--- src/bsc_pkg.sv ---
// bsc_pkg.sv: constants and types of the brushless speed controller
package bsc_pkg;
  // clock and timing
  localparam int CLK_HZ = 25_000_000;
  localparam int CLK_NS = 40;
  localparam int SP_MIN_HZ = 500;
  localparam int SP_MAX_HZ = 18_000;
  localparam int SP_MAX_PER = CLK_HZ / SP_MIN_HZ;
  localparam int SP_MIN_PER = (CLK_HZ + SP_MAX_HZ - 1) / SP_MAX_HZ;
  localparam int PWM_HZ = 96_000;
  localparam int PWM_PER = CLK_HZ / PWM_HZ;
  localparam int MS_NS = 1_000_000;
  localparam int MS_CYC = MS_NS / CLK_NS;
  localparam int HALL_TMO = 8_388_607;
  // motor geometry: 3 sensors, 2 pole pairs
  localparam int EDGES_PER_REV = 12;
  localparam int EDGES_PER_HALF = 3;
  localparam int FG_DIV_2PPR = EDGES_PER_REV / 4;
  localparam logic [31:0] RPM_K = 32'(60 * CLK_HZ / EDGES_PER_REV);
  // scaled after the divide: the plain int product would overflow
  localparam logic [31:0] RPM_K_AVG = 32'(EDGES_PER_HALF) * RPM_K;
  // duty in 1/1024 steps, thresholds in tenths of a percent
  localparam int DUTY_FRAC = 10;
  localparam int STOP_PML = 20;
  localparam int RUN_PML = 30;
  localparam logic [10:0] DUTY_FULL_Q = 11'(1 << DUTY_FRAC);
  localparam logic [10:0] DUTY_STOP_Q = 11'(STOP_PML * 1024 / 1000);
  localparam logic [10:0] DUTY_RUN_Q = 11'(RUN_PML * 1024 / 1000 + 1);
  localparam logic [12:0] ERR_DLY_MAX = 13'h13EC;
  // register indices
  localparam logic [3:0] REG_CFG = 4'h0;
  localparam logic [3:0] REG_MAXSPD = 4'h1;
  localparam logic [3:0] REG_FIXSPD = 4'h2;
  localparam logic [3:0] REG_ERRDLY = 4'h3;
  localparam logic [3:0] REG_SPEED = 4'h4;
  localparam logic [3:0] REG_TARGET = 4'h5;
  localparam logic [3:0] REG_DRIVE = 4'h6;
  // configuration bits
  localparam int CFG_SP_PWM = 0;
  localparam int CFG_OUT_ERR = 1;
  localparam int CFG_PPR2 = 2;
  localparam int CFG_NOBRAKE = 3;
  localparam int CFG_HALLAVG = 4;
  localparam int CFG_ANHALL = 5;
  localparam int CFG_MODE = 6;
  localparam logic [15:0] MAXSPD_RST = 16'h2710;
  localparam logic [15:0] FIXSPD_RST = 16'h0BB8;
  localparam logic [12:0] ERRDLY_RST = 13'h0064;
  // synchroniser lanes
  localparam int SYN_SP = 3;
  localparam int SYN_DIR = 4;

  typedef enum logic [1:0] {
    MODE_SPEED = 2'h0,
    MODE_FIXED = 2'h1,
    MODE_VOLT  = 2'h2
  } bsc_mode_type;

  typedef enum logic [2:0] {
    DIV_IDLE = 3'h1,
    DIV_RUN  = 3'h2,
    DIV_DONE = 3'h4
  } bsc_div_type;

  typedef struct packed {
    logic [3:0]  addr;
    logic [31:0] wdata;
    logic        wr;
    logic        rd;
  } bsc_req_type;

  typedef struct packed {
    logic [4:0]  syncA, syncB, syncC, filt;
    logic [2:0]  hallLast;
    logic [22:0] hallCnt, iv0, iv1, iv2;
    logic        speedReq, fg, spLast, spValid, dutyReq, run, divJob;
    logic [1:0]  edgeCnt;
    logic [16:0] spHigh, spPer, latHigh, latPer;
    logic [10:0] dutyQ;
    bsc_div_type divSt;
    logic [4:0]  divBit;
    logic [31:0] divNum, divDen, divQuo;
    logic [32:0] divRem;
    logic [15:0] actual, target, maxSpd, fixSpd;
    logic [8:0]  carrier, drive;
    logic        pwmOut, brake, errOut, dout, dirCcw;
    logic [14:0] msPre;
    logic [12:0] msCnt, errDly;
    logic [7:0]  cfg;
    logic [31:0] rdata;
  } bsc_state_type;

  localparam bsc_state_type ST_RST = '{syncA: 5'h1F, syncB: 5'h1F,
    syncC: 5'h1F, filt: 5'h1F, hallLast: 3'h7, maxSpd: MAXSPD_RST,
    fixSpd: FIXSPD_RST, errDly: ERRDLY_RST, divSt: DIV_IDLE,
    default: '0};
endpackage

--- src/bsc_speed_ctrl.sv ---
// bsc_speed_ctrl.sv: speed loop, setpoint capture and output logic
// Function
// - PWM setpoint accepted between 500 Hz and 18 kHz carrier frequency.
// - PWM mode: stop below 2.0 % duty, run above 3.0 %, hold between.
// - target speed scales linearly with duty; full duty gives max speed.
// - configuration selects analog or PWM setpoint interpretation.
// - actual speed not driven above configured max target speed in speed and fixed-speed modes.
// - direction pin low gives anticlockwise, high or open clockwise.
// - configuration selects error or speed-pulse function of output.
// - after reset the output gives 6 speed pulses per revolution.
// - speed pulse rate selectable as 6 or 2 per revolution.
// - error mode: output high after configurable delay of current limit.
// - error mode: output low as soon as current limit ends.
// - power stage switched by PWM near 96 kHz.
// - actual speed computed from interval between Hall edges.
// - default two-quadrant with winding short for quick slowdown.
// - option disables winding short, leaving pure two-quadrant drive.
// - Hall filter option times a whole electrical half revolution.
// - analog Hall sensors allow four-quadrant active braking.
// - fixed-speed and voltage-controller modes besides speed control.
// - fixed-speed mode ignores setpoint and uses stored target.
// - error output delay accepts up to 5100 ms.
`timescale 1ns/10ps
module bsc_speed_ctrl
  import bsc_pkg::*;
#(
  parameter int SP_MAX_PER_CYC = SP_MAX_PER,
  parameter int MS_CYC_P       = MS_CYC,
  parameter int HALL_TMO_CYC   = HALL_TMO
)(
  input  wire logic        clk,
  input  wire logic        nrst,
  input  wire bsc_req_type regReq,
  output logic [31:0]      regRdata,
  input  wire logic [2:0]  hallPin,
  input  wire logic        setpointPin,
  input  wire logic        dirPin,
  input  wire logic [9:0]  setpointAdc,
  input  wire logic        curLimit,
  output logic             drivePwm,
  output logic             brakeOut,
  output logic             dirCcw,
  output logic             speedPulseOut
);
  localparam logic [16:0] SP_MAXP = 17'(SP_MAX_PER_CYC);
  localparam logic [16:0] SP_MINP = 17'(SP_MIN_PER);
  localparam logic [22:0] HALL_TMO_C = 23'(HALL_TMO_CYC);
  localparam logic [14:0] MS_LAST = 15'(MS_CYC_P - 1);
  localparam logic [8:0]  PWM_LAST = 9'(PWM_PER - 1);
  localparam logic [8:0]  PWM_TOP = 9'(PWM_PER);

  bsc_state_type st_r;
  bsc_state_type st_nxt;
  logic          hallEdge;
  logic          spNow;
  logic [10:0]   qSel;
  logic [26:0]   spProd;
  logic [19:0]   voltProd;
  logic [15:0]   tgtCalc;
  logic [32:0]   divTry;
  logic [24:0]   ivSum;
  bsc_mode_type  mode;

  // combined next-state logic
  always_comb begin
    st_nxt = st_r;
    divTry = '0;
    mode = bsc_mode_type'(st_r.cfg[CFG_MODE +: 2]);
    hallEdge = (st_r.filt[2:0] != st_r.hallLast);
    spNow = st_r.filt[SYN_SP];
    ivSum = 25'(st_r.iv0) + 25'(st_r.iv1) + 25'(st_r.iv2);

    // three-stage pin synchronisers, change taken when stages 2 and 3 agree
    st_nxt.syncA = {dirPin, setpointPin, hallPin};
    st_nxt.syncB = st_r.syncA;
    st_nxt.syncC = st_r.syncB;
    for (int i = 0; i < 5; i++) begin
      if (st_r.syncB[i] == st_r.syncC[i]) begin
        st_nxt.filt[i] = st_r.syncB[i];
      end
    end
    st_nxt.hallLast = st_r.filt[2:0];
    st_nxt.dirCcw = !st_r.filt[SYN_DIR];

    // shared serial divider, one quotient bit per cycle
    case (st_r.divSt)
      DIV_IDLE: begin
        if (st_r.dutyReq) begin
          st_nxt.dutyReq = 1'b0;
          st_nxt.divJob = 1'b0;
          st_nxt.divNum = 32'({st_r.latHigh, 10'h000});
          st_nxt.divDen = 32'(st_r.latPer);
          st_nxt.divSt = DIV_RUN;
        end else if (st_r.speedReq) begin
          st_nxt.speedReq = 1'b0;
          st_nxt.divJob = 1'b1;
          if (st_r.cfg[CFG_HALLAVG]) begin
            st_nxt.divNum = RPM_K_AVG;
            st_nxt.divDen = 32'(ivSum);
          end else begin
            st_nxt.divNum = RPM_K;
            st_nxt.divDen = 32'(st_r.iv0);
          end
          st_nxt.divSt = DIV_RUN;
        end
        st_nxt.divRem = '0;
        st_nxt.divQuo = '0;
        st_nxt.divBit = 5'h1F;
      end
      DIV_RUN: begin
        divTry = {st_r.divRem[31:0], st_r.divNum[31]};
        st_nxt.divNum = {st_r.divNum[30:0], 1'b0};
        if (divTry >= {1'b0, st_r.divDen}) begin
          st_nxt.divRem = divTry - {1'b0, st_r.divDen};
          st_nxt.divQuo = {st_r.divQuo[30:0], 1'b1};
        end else begin
          st_nxt.divRem = divTry;
          st_nxt.divQuo = {st_r.divQuo[30:0], 1'b0};
        end
        st_nxt.divBit = st_r.divBit - 5'h01;
        if (st_r.divBit == 5'h00) begin
          st_nxt.divSt = DIV_DONE;
        end
      end
      DIV_DONE: begin
        st_nxt.divSt = DIV_IDLE;
        if (!st_r.divJob) begin
          if (st_r.divQuo > 32'(DUTY_FULL_Q)) begin
            st_nxt.dutyQ = DUTY_FULL_Q;
          end else begin
            st_nxt.dutyQ = st_r.divQuo[10:0];
          end
        end else if (st_r.divQuo > 32'h0000FFFF) begin
          st_nxt.actual = 16'hFFFF;
        end else begin
          st_nxt.actual = st_r.divQuo[15:0];
        end
      end
      default: begin
        st_nxt.divSt = DIV_IDLE;
      end
    endcase

    if (hallEdge) begin
      st_nxt.iv2 = st_r.iv1;
      st_nxt.iv1 = st_r.iv0;
      st_nxt.iv0 = st_r.hallCnt;
      st_nxt.hallCnt = '0;
      st_nxt.speedReq = 1'b1;
    end else if (st_r.hallCnt != HALL_TMO_C) begin
      st_nxt.hallCnt = st_r.hallCnt + 23'h000001;
    end else begin
      st_nxt.actual = '0; // standstill wins over a late quotient
    end

    if (hallEdge) begin
      if (st_r.cfg[CFG_PPR2] && st_r.edgeCnt != 2'(FG_DIV_2PPR - 1)) begin
        st_nxt.edgeCnt = st_r.edgeCnt + 2'h1;
      end else begin
        st_nxt.edgeCnt = '0;
        st_nxt.fg = !st_r.fg;
      end
    end

    st_nxt.spLast = spNow;
    if (spNow && !st_r.spLast) begin
      if (st_r.spValid && st_r.spPer >= SP_MINP) begin
        st_nxt.latHigh = st_r.spHigh;
        st_nxt.latPer = st_r.spPer;
        st_nxt.dutyReq = 1'b1;
      end
      st_nxt.spValid = 1'b1;
      st_nxt.spPer = 17'h00001;
      st_nxt.spHigh = 17'h00001;
    end else if (st_r.spPer < SP_MAXP) begin
      st_nxt.spPer = st_r.spPer + 17'h00001;
      if (spNow) begin
        st_nxt.spHigh = st_r.spHigh + 17'h00001;
      end
    end else begin
      // below 500 Hz the static level counts as 0 or 100 %
      st_nxt.spValid = 1'b0;
      st_nxt.dutyQ = spNow ? DUTY_FULL_Q : 11'h000;
    end

    if (!st_r.cfg[CFG_SP_PWM]) begin
      st_nxt.run = 1'b1;
    end else if (st_r.dutyQ <= DUTY_STOP_Q) begin
      st_nxt.run = 1'b0;
    end else if (st_r.dutyQ >= DUTY_RUN_Q) begin
      st_nxt.run = 1'b1;
    end

    qSel = st_r.cfg[CFG_SP_PWM] ? st_r.dutyQ : {1'b0, setpointAdc};
    spProd = st_r.maxSpd * qSel;
    tgtCalc = st_r.run ? spProd[25:10] : 16'h0000;
    if (mode == MODE_FIXED) begin
      tgtCalc = st_r.fixSpd;
    end
    if (tgtCalc > st_r.maxSpd) begin
      tgtCalc = st_r.maxSpd;
    end
    st_nxt.target = tgtCalc;
    voltProd = st_r.run ? qSel * PWM_TOP : 20'h00000;

    // carrier counter, loop updates once per carrier period
    if (st_r.carrier == PWM_LAST) begin
      st_nxt.carrier = '0;
      if (mode == MODE_VOLT) begin
        st_nxt.brake = 1'b0;
        if (curLimit && st_r.drive != 9'h000) begin
          st_nxt.drive = st_r.drive - 9'h001;
        end else begin
          st_nxt.drive = voltProd[18:10];
        end
      end else begin
        if (st_r.actual < st_r.target && !curLimit) begin
          if (st_r.drive != PWM_TOP) begin
            st_nxt.drive = st_r.drive + 9'h001;
          end
        end else if (st_r.actual > st_r.target || curLimit) begin
          if (st_r.drive != 9'h000) begin
            st_nxt.drive = st_r.drive - 9'h001;
          end
        end
        st_nxt.brake = (st_r.actual > st_r.target) &&
                       (!st_r.cfg[CFG_NOBRAKE] || st_r.cfg[CFG_ANHALL]);
      end
    end else begin
      st_nxt.carrier = st_r.carrier + 9'h001;
    end
    st_nxt.pwmOut = !st_r.brake && (st_r.carrier < st_r.drive);

    if (!curLimit) begin
      st_nxt.msPre = '0;
      st_nxt.msCnt = '0;
      st_nxt.errOut = 1'b0;
    end else if (st_r.msCnt >= st_r.errDly) begin
      st_nxt.errOut = 1'b1;
    end else if (st_r.msPre == MS_LAST) begin
      st_nxt.msPre = '0;
      st_nxt.msCnt = st_r.msCnt + 13'h0001;
    end else begin
      st_nxt.msPre = st_r.msPre + 15'h0001;
    end
    st_nxt.dout = st_r.cfg[CFG_OUT_ERR] ? st_nxt.errOut : st_nxt.fg;

    // register writes
    if (regReq.wr) begin
      case (regReq.addr)
        REG_CFG:    st_nxt.cfg = regReq.wdata[7:0];
        REG_MAXSPD: st_nxt.maxSpd = regReq.wdata[15:0];
        REG_FIXSPD: st_nxt.fixSpd = regReq.wdata[15:0];
        REG_ERRDLY: begin
          if (regReq.wdata > 32'(ERR_DLY_MAX)) begin
            st_nxt.errDly = ERR_DLY_MAX;
          end else begin
            st_nxt.errDly = regReq.wdata[12:0];
          end
        end
        default: ;
      endcase
    end
    // register reads, data only in the following cycle
    st_nxt.rdata = '0;
    if (regReq.rd) begin
      case (regReq.addr)
        REG_CFG:    st_nxt.rdata = 32'(st_r.cfg);
        REG_MAXSPD: st_nxt.rdata = 32'(st_r.maxSpd);
        REG_FIXSPD: st_nxt.rdata = 32'(st_r.fixSpd);
        REG_ERRDLY: st_nxt.rdata = 32'(st_r.errDly);
        REG_SPEED:  st_nxt.rdata = 32'(st_r.actual);
        REG_TARGET: st_nxt.rdata = 32'(st_r.target);
        REG_DRIVE:  st_nxt.rdata = {21'h000000, st_r.errOut, st_r.run,
                                    st_r.drive};
        default:    st_nxt.rdata = '0;
      endcase
    end
  end

  // state register
  always_ff @(posedge clk or negedge nrst) begin
    if (!nrst) begin
      st_r <= ST_RST;
    end else begin
      st_r <= st_nxt;
    end
  end

  // outputs straight from flip-flops
  assign regRdata = st_r.rdata;
  assign drivePwm = st_r.pwmOut;
  assign brakeOut = st_r.brake;
  assign dirCcw = st_r.dirCcw;
  assign speedPulseOut = st_r.dout;

  a_run_stop : assert property (@(posedge clk) disable iff (!nrst)
    (st_r.cfg[CFG_SP_PWM] && st_r.dutyQ <= DUTY_STOP_Q) |=> !st_r.run)
    else $error("run flag kept below stop duty");
  a_run_hold : assert property (@(posedge clk) disable iff (!nrst)
    (st_r.cfg[CFG_SP_PWM] && st_r.dutyQ > DUTY_STOP_Q &&
     st_r.dutyQ < DUTY_RUN_Q) |=> st_r.run == $past(st_r.run))
    else $error("run flag changed inside hysteresis band");
  a_target_max : assert property (@(posedge clk) disable iff (!nrst)
    st_r.target <= $past(st_r.maxSpd))
    else $error("target above max speed");
  a_fixed_target : assert property (@(posedge clk) disable iff (!nrst)
    (mode == MODE_FIXED && st_r.fixSpd <= st_r.maxSpd)
    |=> st_r.target == $past(st_r.fixSpd))
    else $error("fixed mode target not stored value");
  a_fg_toggle : assert property (@(posedge clk) disable iff (!nrst)
    (!st_r.cfg[CFG_OUT_ERR] && !st_r.cfg[CFG_PPR2] && hallEdge)
    |=> speedPulseOut == !$past(st_r.fg))
    else $error("speed pulse missed a hall edge");
  a_err_release : assert property (@(posedge clk) disable iff (!nrst)
    (st_r.cfg[CFG_OUT_ERR] && !curLimit) |=> !speedPulseOut)
    else $error("error output stayed high after limit end");
  a_err_cause : assert property (@(posedge clk) disable iff (!nrst)
    $rose(st_r.errOut) |-> $past(curLimit) &&
    $past(st_r.msCnt) >= $past(st_r.errDly))
    else $error("error flag rose before delay elapsed");
  a_brake_pwm : assert property (@(posedge clk) disable iff (!nrst)
    st_r.brake |=> !drivePwm)
    else $error("drive and winding short together");
  a_carrier_wrap : assert property (@(posedge clk) disable iff (!nrst)
    st_r.carrier == PWM_LAST |=> st_r.carrier == 9'h000 ##259
    st_r.carrier == PWM_LAST)
    else $error("carrier period not 260 cycles");
  a_brake_slow : assert property (@(posedge clk) disable iff (!nrst)
    (st_r.carrier == PWM_LAST && mode != MODE_VOLT &&
     !st_r.cfg[CFG_NOBRAKE] && st_r.actual > st_r.target) |=> brakeOut)
    else $error("no winding short while slowing down");
  a_brake_off : assert property (@(posedge clk) disable iff (!nrst)
    (st_r.carrier == PWM_LAST && mode != MODE_VOLT &&
     st_r.cfg[CFG_NOBRAKE] && !st_r.cfg[CFG_ANHALL]) |=> !brakeOut)
    else $error("winding short despite no-brake option");
  a_brake_quad : assert property (@(posedge clk) disable iff (!nrst)
    (st_r.carrier == PWM_LAST && mode != MODE_VOLT &&
     st_r.cfg[CFG_ANHALL] && st_r.actual > st_r.target) |=> brakeOut)
    else $error("active braking missing with analog hall");
  a_volt_brake : assert property (@(posedge clk) disable iff (!nrst)
    (st_r.carrier == PWM_LAST && mode == MODE_VOLT) |=> !brakeOut)
    else $error("winding short in voltage mode");
  a_drive_hold : assert property (@(posedge clk) disable iff (!nrst)
    st_r.carrier != PWM_LAST |=> st_r.drive == $past(st_r.drive))
    else $error("duty changed inside a carrier period");
  a_drive_top : assert property (@(posedge clk) disable iff (!nrst)
    st_r.drive <= PWM_TOP)
    else $error("duty count above carrier period");
  a_duty_full : assert property (@(posedge clk) disable iff (!nrst)
    st_r.dutyQ <= DUTY_FULL_Q)
    else $error("measured duty above full scale");
  a_hall_stop : assert property (@(posedge clk) disable iff (!nrst)
    (st_r.hallCnt == HALL_TMO_C && !hallEdge) |=> st_r.actual == 16'h0000)
    else $error("speed not zero at standstill");
  a_err_set : assert property (@(posedge clk) disable iff (!nrst)
    (st_r.cfg[CFG_OUT_ERR] && curLimit && st_r.msCnt >= st_r.errDly)
    |=> speedPulseOut)
    else $error("error output low after delay elapsed");
  a_delay_cap : assert property (@(posedge clk) disable iff (!nrst)
    st_r.errDly <= ERR_DLY_MAX)
    else $error("error delay above its limit");
  a_dir_pin : assert property (@(posedge clk) disable iff (!nrst)
    (st_r.syncB[SYN_DIR] == st_r.syncC[SYN_DIR])
    |=> ##1 dirCcw == !$past(st_r.syncB[SYN_DIR], 2))
    else $error("direction does not follow settled pin");
endmodule

--- config.mk ---
export PLATFORM = sky130hd
export DESIGN_NAME = bsc_speed_ctrl
export DESIGN_NICKNAME = d
export VERILOG_FILES = /design/src/bsc_pkg.sv /design/src/bsc_speed_ctrl.sv
export SDC_FILE = /design/constraint.sdc
export NUM_CORES = 1
export LEC_CHECK = 0
export ABC_AREA = 0
export BUFFER_PORTS_ARGS = -buffer_cell sky130_fd_sc_hd__buf_4
export CAP_MARGIN = 10
export CORE_MARGIN = 2
export CORE_UTILIZATION = 52
export CTS_CLUSTER_SIZE = 8
export DETAILED_ROUTE_END_ITERATION = 6
export PLACE_DENSITY = 0.68
export SYNTH_ARGS = -nofsm -noshare
export SYNTH_HDL_FRONTEND = slang
export SYNTH_SLANG_ARGS = --single-unit
--- constraint.sdc ---
create_clock -name clk -period 8.89 [get_ports clk]
set_clock_uncertainty 0.05 [all_clocks]
set_input_delay 0.889 -clock clk [delete_from_list [all_inputs] [get_ports clk]]
set_output_delay 0.889 -clock clk [all_outputs]
set_load 0.01 [all_outputs]
# Word level (Yosys, flattened, before mapping)
# Cells that the tools add are included.
# Widths: inputs -> output; s select.
op_classes:
  magnitude_cmp: 13
  n_mux: 65
  mul: 2
  reduce_logical: 38
  n_addsub: 13
  n_eq_ne: 30
ops:
  columns: ["operator", "n"]
  rows:
  - ["$mux 16", 9]
  - ["$pmux 65 s2", 1]
  - ["$mux 64", 2]
  - ["$pmux 16 s7", 1]
  - ["$mux 34", 3]
  - ["$mux 11", 7]
  - ["$pmux 37 s2", 1]
  - ["$mux 9", 7]
  - ["$mux 61", 1]
  - ["$mux 28", 2]
  - ["$mux 23", 2]
  - ["$add 17x1->17 const B", 2]
  - ["$ge 33x32->1", 1]
  - ["$sub 33x32->33", 1]
  - ["$gt 16x16->1", 2]
  - ["$gt 32x11->1 const B", 1]
  - ["$gt 32x13->1 const B", 1]
  - ["$gt 32x16->1 const B", 1]
  - ["$mul 16x11->26", 1]
  - ["$mux 13", 2]
  - ["$add 24x23->25", 1]
  - ["$add 23x23->24", 1]
  - ["$add 23x1->23 const B", 1]
  - ["$ne 23x23->1 const B", 1]
  - ["other kinds (49)", 109]
totals:
  inputBits: 56
  out_inout_bits: 36
  elab_cells: 209
  regBits: 507

# Depth between registers and ports, before layout
logic_depth:
  ltp_word: 6
  ltp_mapped: 35
  mapped_depth_nobuf: 32

# Least setup slack after synthesis
# No wires, ideal clock.
synth_timing:
  path_kind: "input-to-reg"
  startpoint: "in setpointAdc[7]"
  endpoint: "reg st_r[144] (netlist name)"
  path_buffers: 2
  arrival_time_ps: 8241
  setup_slack_ps: 474
  required_ps: 8715
  path_stages: 31
  cell_sequence: "mux2i_1 inv_1 clkbuf_1 nand2_1 fa_1 inv_1 fa_1 fa_1 fa_1 inv_1 fa_1 inv_1 ha_1 a21o_1 a21o_1 a21oi_1 nor3b_1 a211oi_2 o31a_1 or3_1 a32o_1 ha_1 nand4_1 nor2_1 o21ai_0 a31oi_1 o311ai_0 nand2_1 nand2_1 clkbuf_1 mux2_2"
synth_lines:
  columns: ["item", "line_no", "rtl"]
  rows:
  - ["start: declaration", "bsc_speed_ctrl.sv:38", "input wire logic [9:0] setpointAdc,"]
  - ["end signal: assignment", "bsc_speed_ctrl.sv:286", "st_r <= st_nxt;"]
  - ["end: declaration", "bsc_speed_ctrl.sv:52", "bsc_state_type st_r;"]

==> results.md <==
- Min-Delay Path Class: in2async
- Syn avg cell area: 9.428 um^2
- DP HPWL: just under 60000 um
- Worst vdd ir: 0.2463 mV
- Crit start category: register
- Sequential area share after synthesis: around 39%
- CTS Sinks: 478
- Leakage power: 16.55 nW
- DR vias/cell: 5.862
- Initial core utilization: 52.71%
- Core area: 59130 um^2
- Final worst path period share: 92.17%
- Slowest cell delay on critical path: 0.55 ns
- TritonCTS Buffers: 70
- Least-Margin Pin Slew: 1.182 ns
- # diodes: 0
- Util after Layout: 58.16%
- Die ar.: approximately 62000 um^2
- RSZ-0062 raised after global routing: false
- Crit path kind: reg2reg
- Synth unique cells: 88
- Fraction of layout cells with a size suffix above 1: 10.85%
- H-Tree Depth: 3
- DRT iter0 DRCs: 1950
- F_max: 122.0 MHz
- Setup ws final: 0.6962 ns
- Crit-path max FO: 18
- Most used cell, CP: fa_1
- Synth async-reset ratio: 100.0%
- Nets@finish: 3703
- Final Critical Period: 8.194 ns
- Synth top area share: between 30% and 40%
- Kind of end point of the critical path: register
- Area contributors post-synth: dfrtp_1 (35%), fa_1 (9.6%), ha_1 (7.2%)
- Area Growth Syn to Fin: 10.33%
- Slew margin rel.: between 20% and 30%
- Arrival @ worst endpoint: ~8.6 ns
- Final number of hold-violating endpoints: 0
- Max Slew Vio Count: 0
- Count of flip-flops with a built-in enable after synthesis: 0
- Port Buffer Count: 75
- Skew-Pair Late Insertion Delay: just over 0.6 ns
- Ys flop type: dfrtp_1
- Die width: ~250 um
- Max clock buf depth: 3
- Most common cell in the netlist: nand2_1
- Final Setup Violations: 0
- Total Routed Length: 80210 um
- First-pass GRT wire length: 132400 um
- Max cap viols: 0
- Overall routing resource usage: 26.42%
- DRC: 0
- Status: completed
- Initial antenna violation count: 4
- Synth Register Bits: about 480
- Power density cells: between 200 and 300 nW/um^2
- Place WS: 0.3030 ns
- Row Count: roughly 90
- Area of the mapped netlist: 31170 um^2
- Root Buffer: clkbuf_16
- TritonRoute pass-1 iters: 6
- Num ports: 92
- Cells after Synth: 3306
- GRT Residual Overflow: 0
- Synth area leader: dfrtp_1
- Fin Setup TNS: 0 ns
- Die height: approximately 250 um
- Vias in the first global route: around 25k
- Top post-synthesis cells by count: nand2_1 (494), dfrtp_1 (439), inv_1 (289)
- Final total power: 0.009879 W
- Routed WL per cell: 19.38 um
- CTS clk-pin slew, worst paths: 0.06 ns
- CTS tree: built
- Worst hold slack: roughly 0.27 ns
- DR vias: 24.26k
- Largest net degree at the start of global routing: 174
- Synth warn: 0
- Crit-path slowest cell: dfrtp_2
- Detail Route Antenna Nets: 0
- Routability congestion estimate: 0.9599
- Critical path data required time: between 9 and 10 ns
[report_power, final]
group | internal, W | leakage [nW] | switching, W
Combinational | 0.00192 | 9.29 | 0.00268
Clock | 0.00153 | 0.999 | 0.000999
Sequential | 0.00246 | 6.26 | 0.000287
Total | 0.00591 | 16.5 | 0.00397
[critical path: cells and delay by family, from the launching register on]
kind	cells	cell delay [ns]
and+or+nand+nor	7	1.12
DFF	1	0.55
buffers and inverters	5	0.42
AOI/OAI and AO/OA	9	1.83
muxes	2	0.91
adders and majority gates	7	3.18
[per-layer routing]
| layer | track usage, % | part of all wire [%] | routed length (um) |
|---|---|---|---|
| met2 | 44.50 | 48 | 38800 |
| met1 | 34.55 | 42 | 34090 |
| met5 | 0 | 0.026 | 21 |
| met3 | 4.336 | 5.6 | 4493 |
| met4 | 9.472 | 3.5 | 2809 |
[placed cells by master, fill, tap and decap left out, types with 39 or more instances in the layout]
master / netlist / routed
a21o_1: 42 / 42
a21oi_1: 135 / 134
a22o_1: 41 / 41
a22oi_1: 43 / 43
and3_1: 48 / 47
buf_4: 34 / 109
clkbuf_1: 135 / 40
clkbuf_16: 0 / 71
dfrtp_1: 439 / 438
dfstp_2: 39 / 39
fa_1: 149 / 149
ha_1: 180 / 180
inv_1: 289 / 289
mux2_2: 98 / 97
mux2i_1: 51 / 51
nand2_1: 494 / 494
nand3_1: 103 / 102
nor2_1: 235 / 233
nor3_1: 41 / 40
o21ai_0: 145 / 144
xnor2_1: 82 / 82
xor2_1: 44 / 44
[final timing paths]
kind / to / cells past startpoint / slack (ns) / startpoint
worst max-delay path: st_r[151] / 30 / 0.70 / st_r[32]
worst min-delay path: st_r[135] / 1 / 0.27 / nrst
worst max register to register: st_r[151] / 30 / 0.70 / st_r[32]
worst min register to register: st_nxt[493] / 0 / 0.30 / st_nxt[498]
max in group asynchronous: st_r[399] / 3 / 6.42 / nrst
min in group clk: st_nxt[493] / 0 / 0.30 / st_nxt[498]
[per-stage QoR]
step,instances,cell area [um^2]
after floorplan,3321,31220
final,4138,34390
after global placement,4019,32280
after detailed placement,4019,32280
after CTS,4138,34380
after global routing,4138,34390
[cell families (layout without fill, tap and decap cells)]
kind of cell / after synthesis / in the layout / synth area share (%)
compound gates: 627 / 627 / 13.31
xor+xnor: 126 / 126 / 3.541
fa+ha+maj: 334 / 334 / 16.96
buf+inv: 477 / 521 / 6.166
flops: 478 / 478 / 38.53
mux: 149 / 149 / 5.179
other cells: 1 / 16 / 0.01203
simple gates: 1114 / 1114 / 16.30
[area by class of cell]
cell class              instances  area, um^2
flip-flops and latches        478       12010
inverters                     291        1092
clock inverters                 8       173.9
clock buffers                 111        1927
repair buffers                111       853.3
well taps                     773       967.2
fillers                      5134       24740
multi-input cells            2366       17360
[what timing repair did]
action                     in CTS  in global routing
setup buffers                   0                  0
setup endpoints to repair       0                 14
resized for setup               0                  2
hold buffers                    0                  0
[flip-flops by register name, summed over array words and instances (netlist names)]
signal	cells
drivePwm	1
regRdata	16
mode	2
brakeOut	1
spNow	1
st_r	442
speedPulseOut	1
dirCcw	1
st_nxt	13
Note: power is estimated with default switching activity, not from simulation.
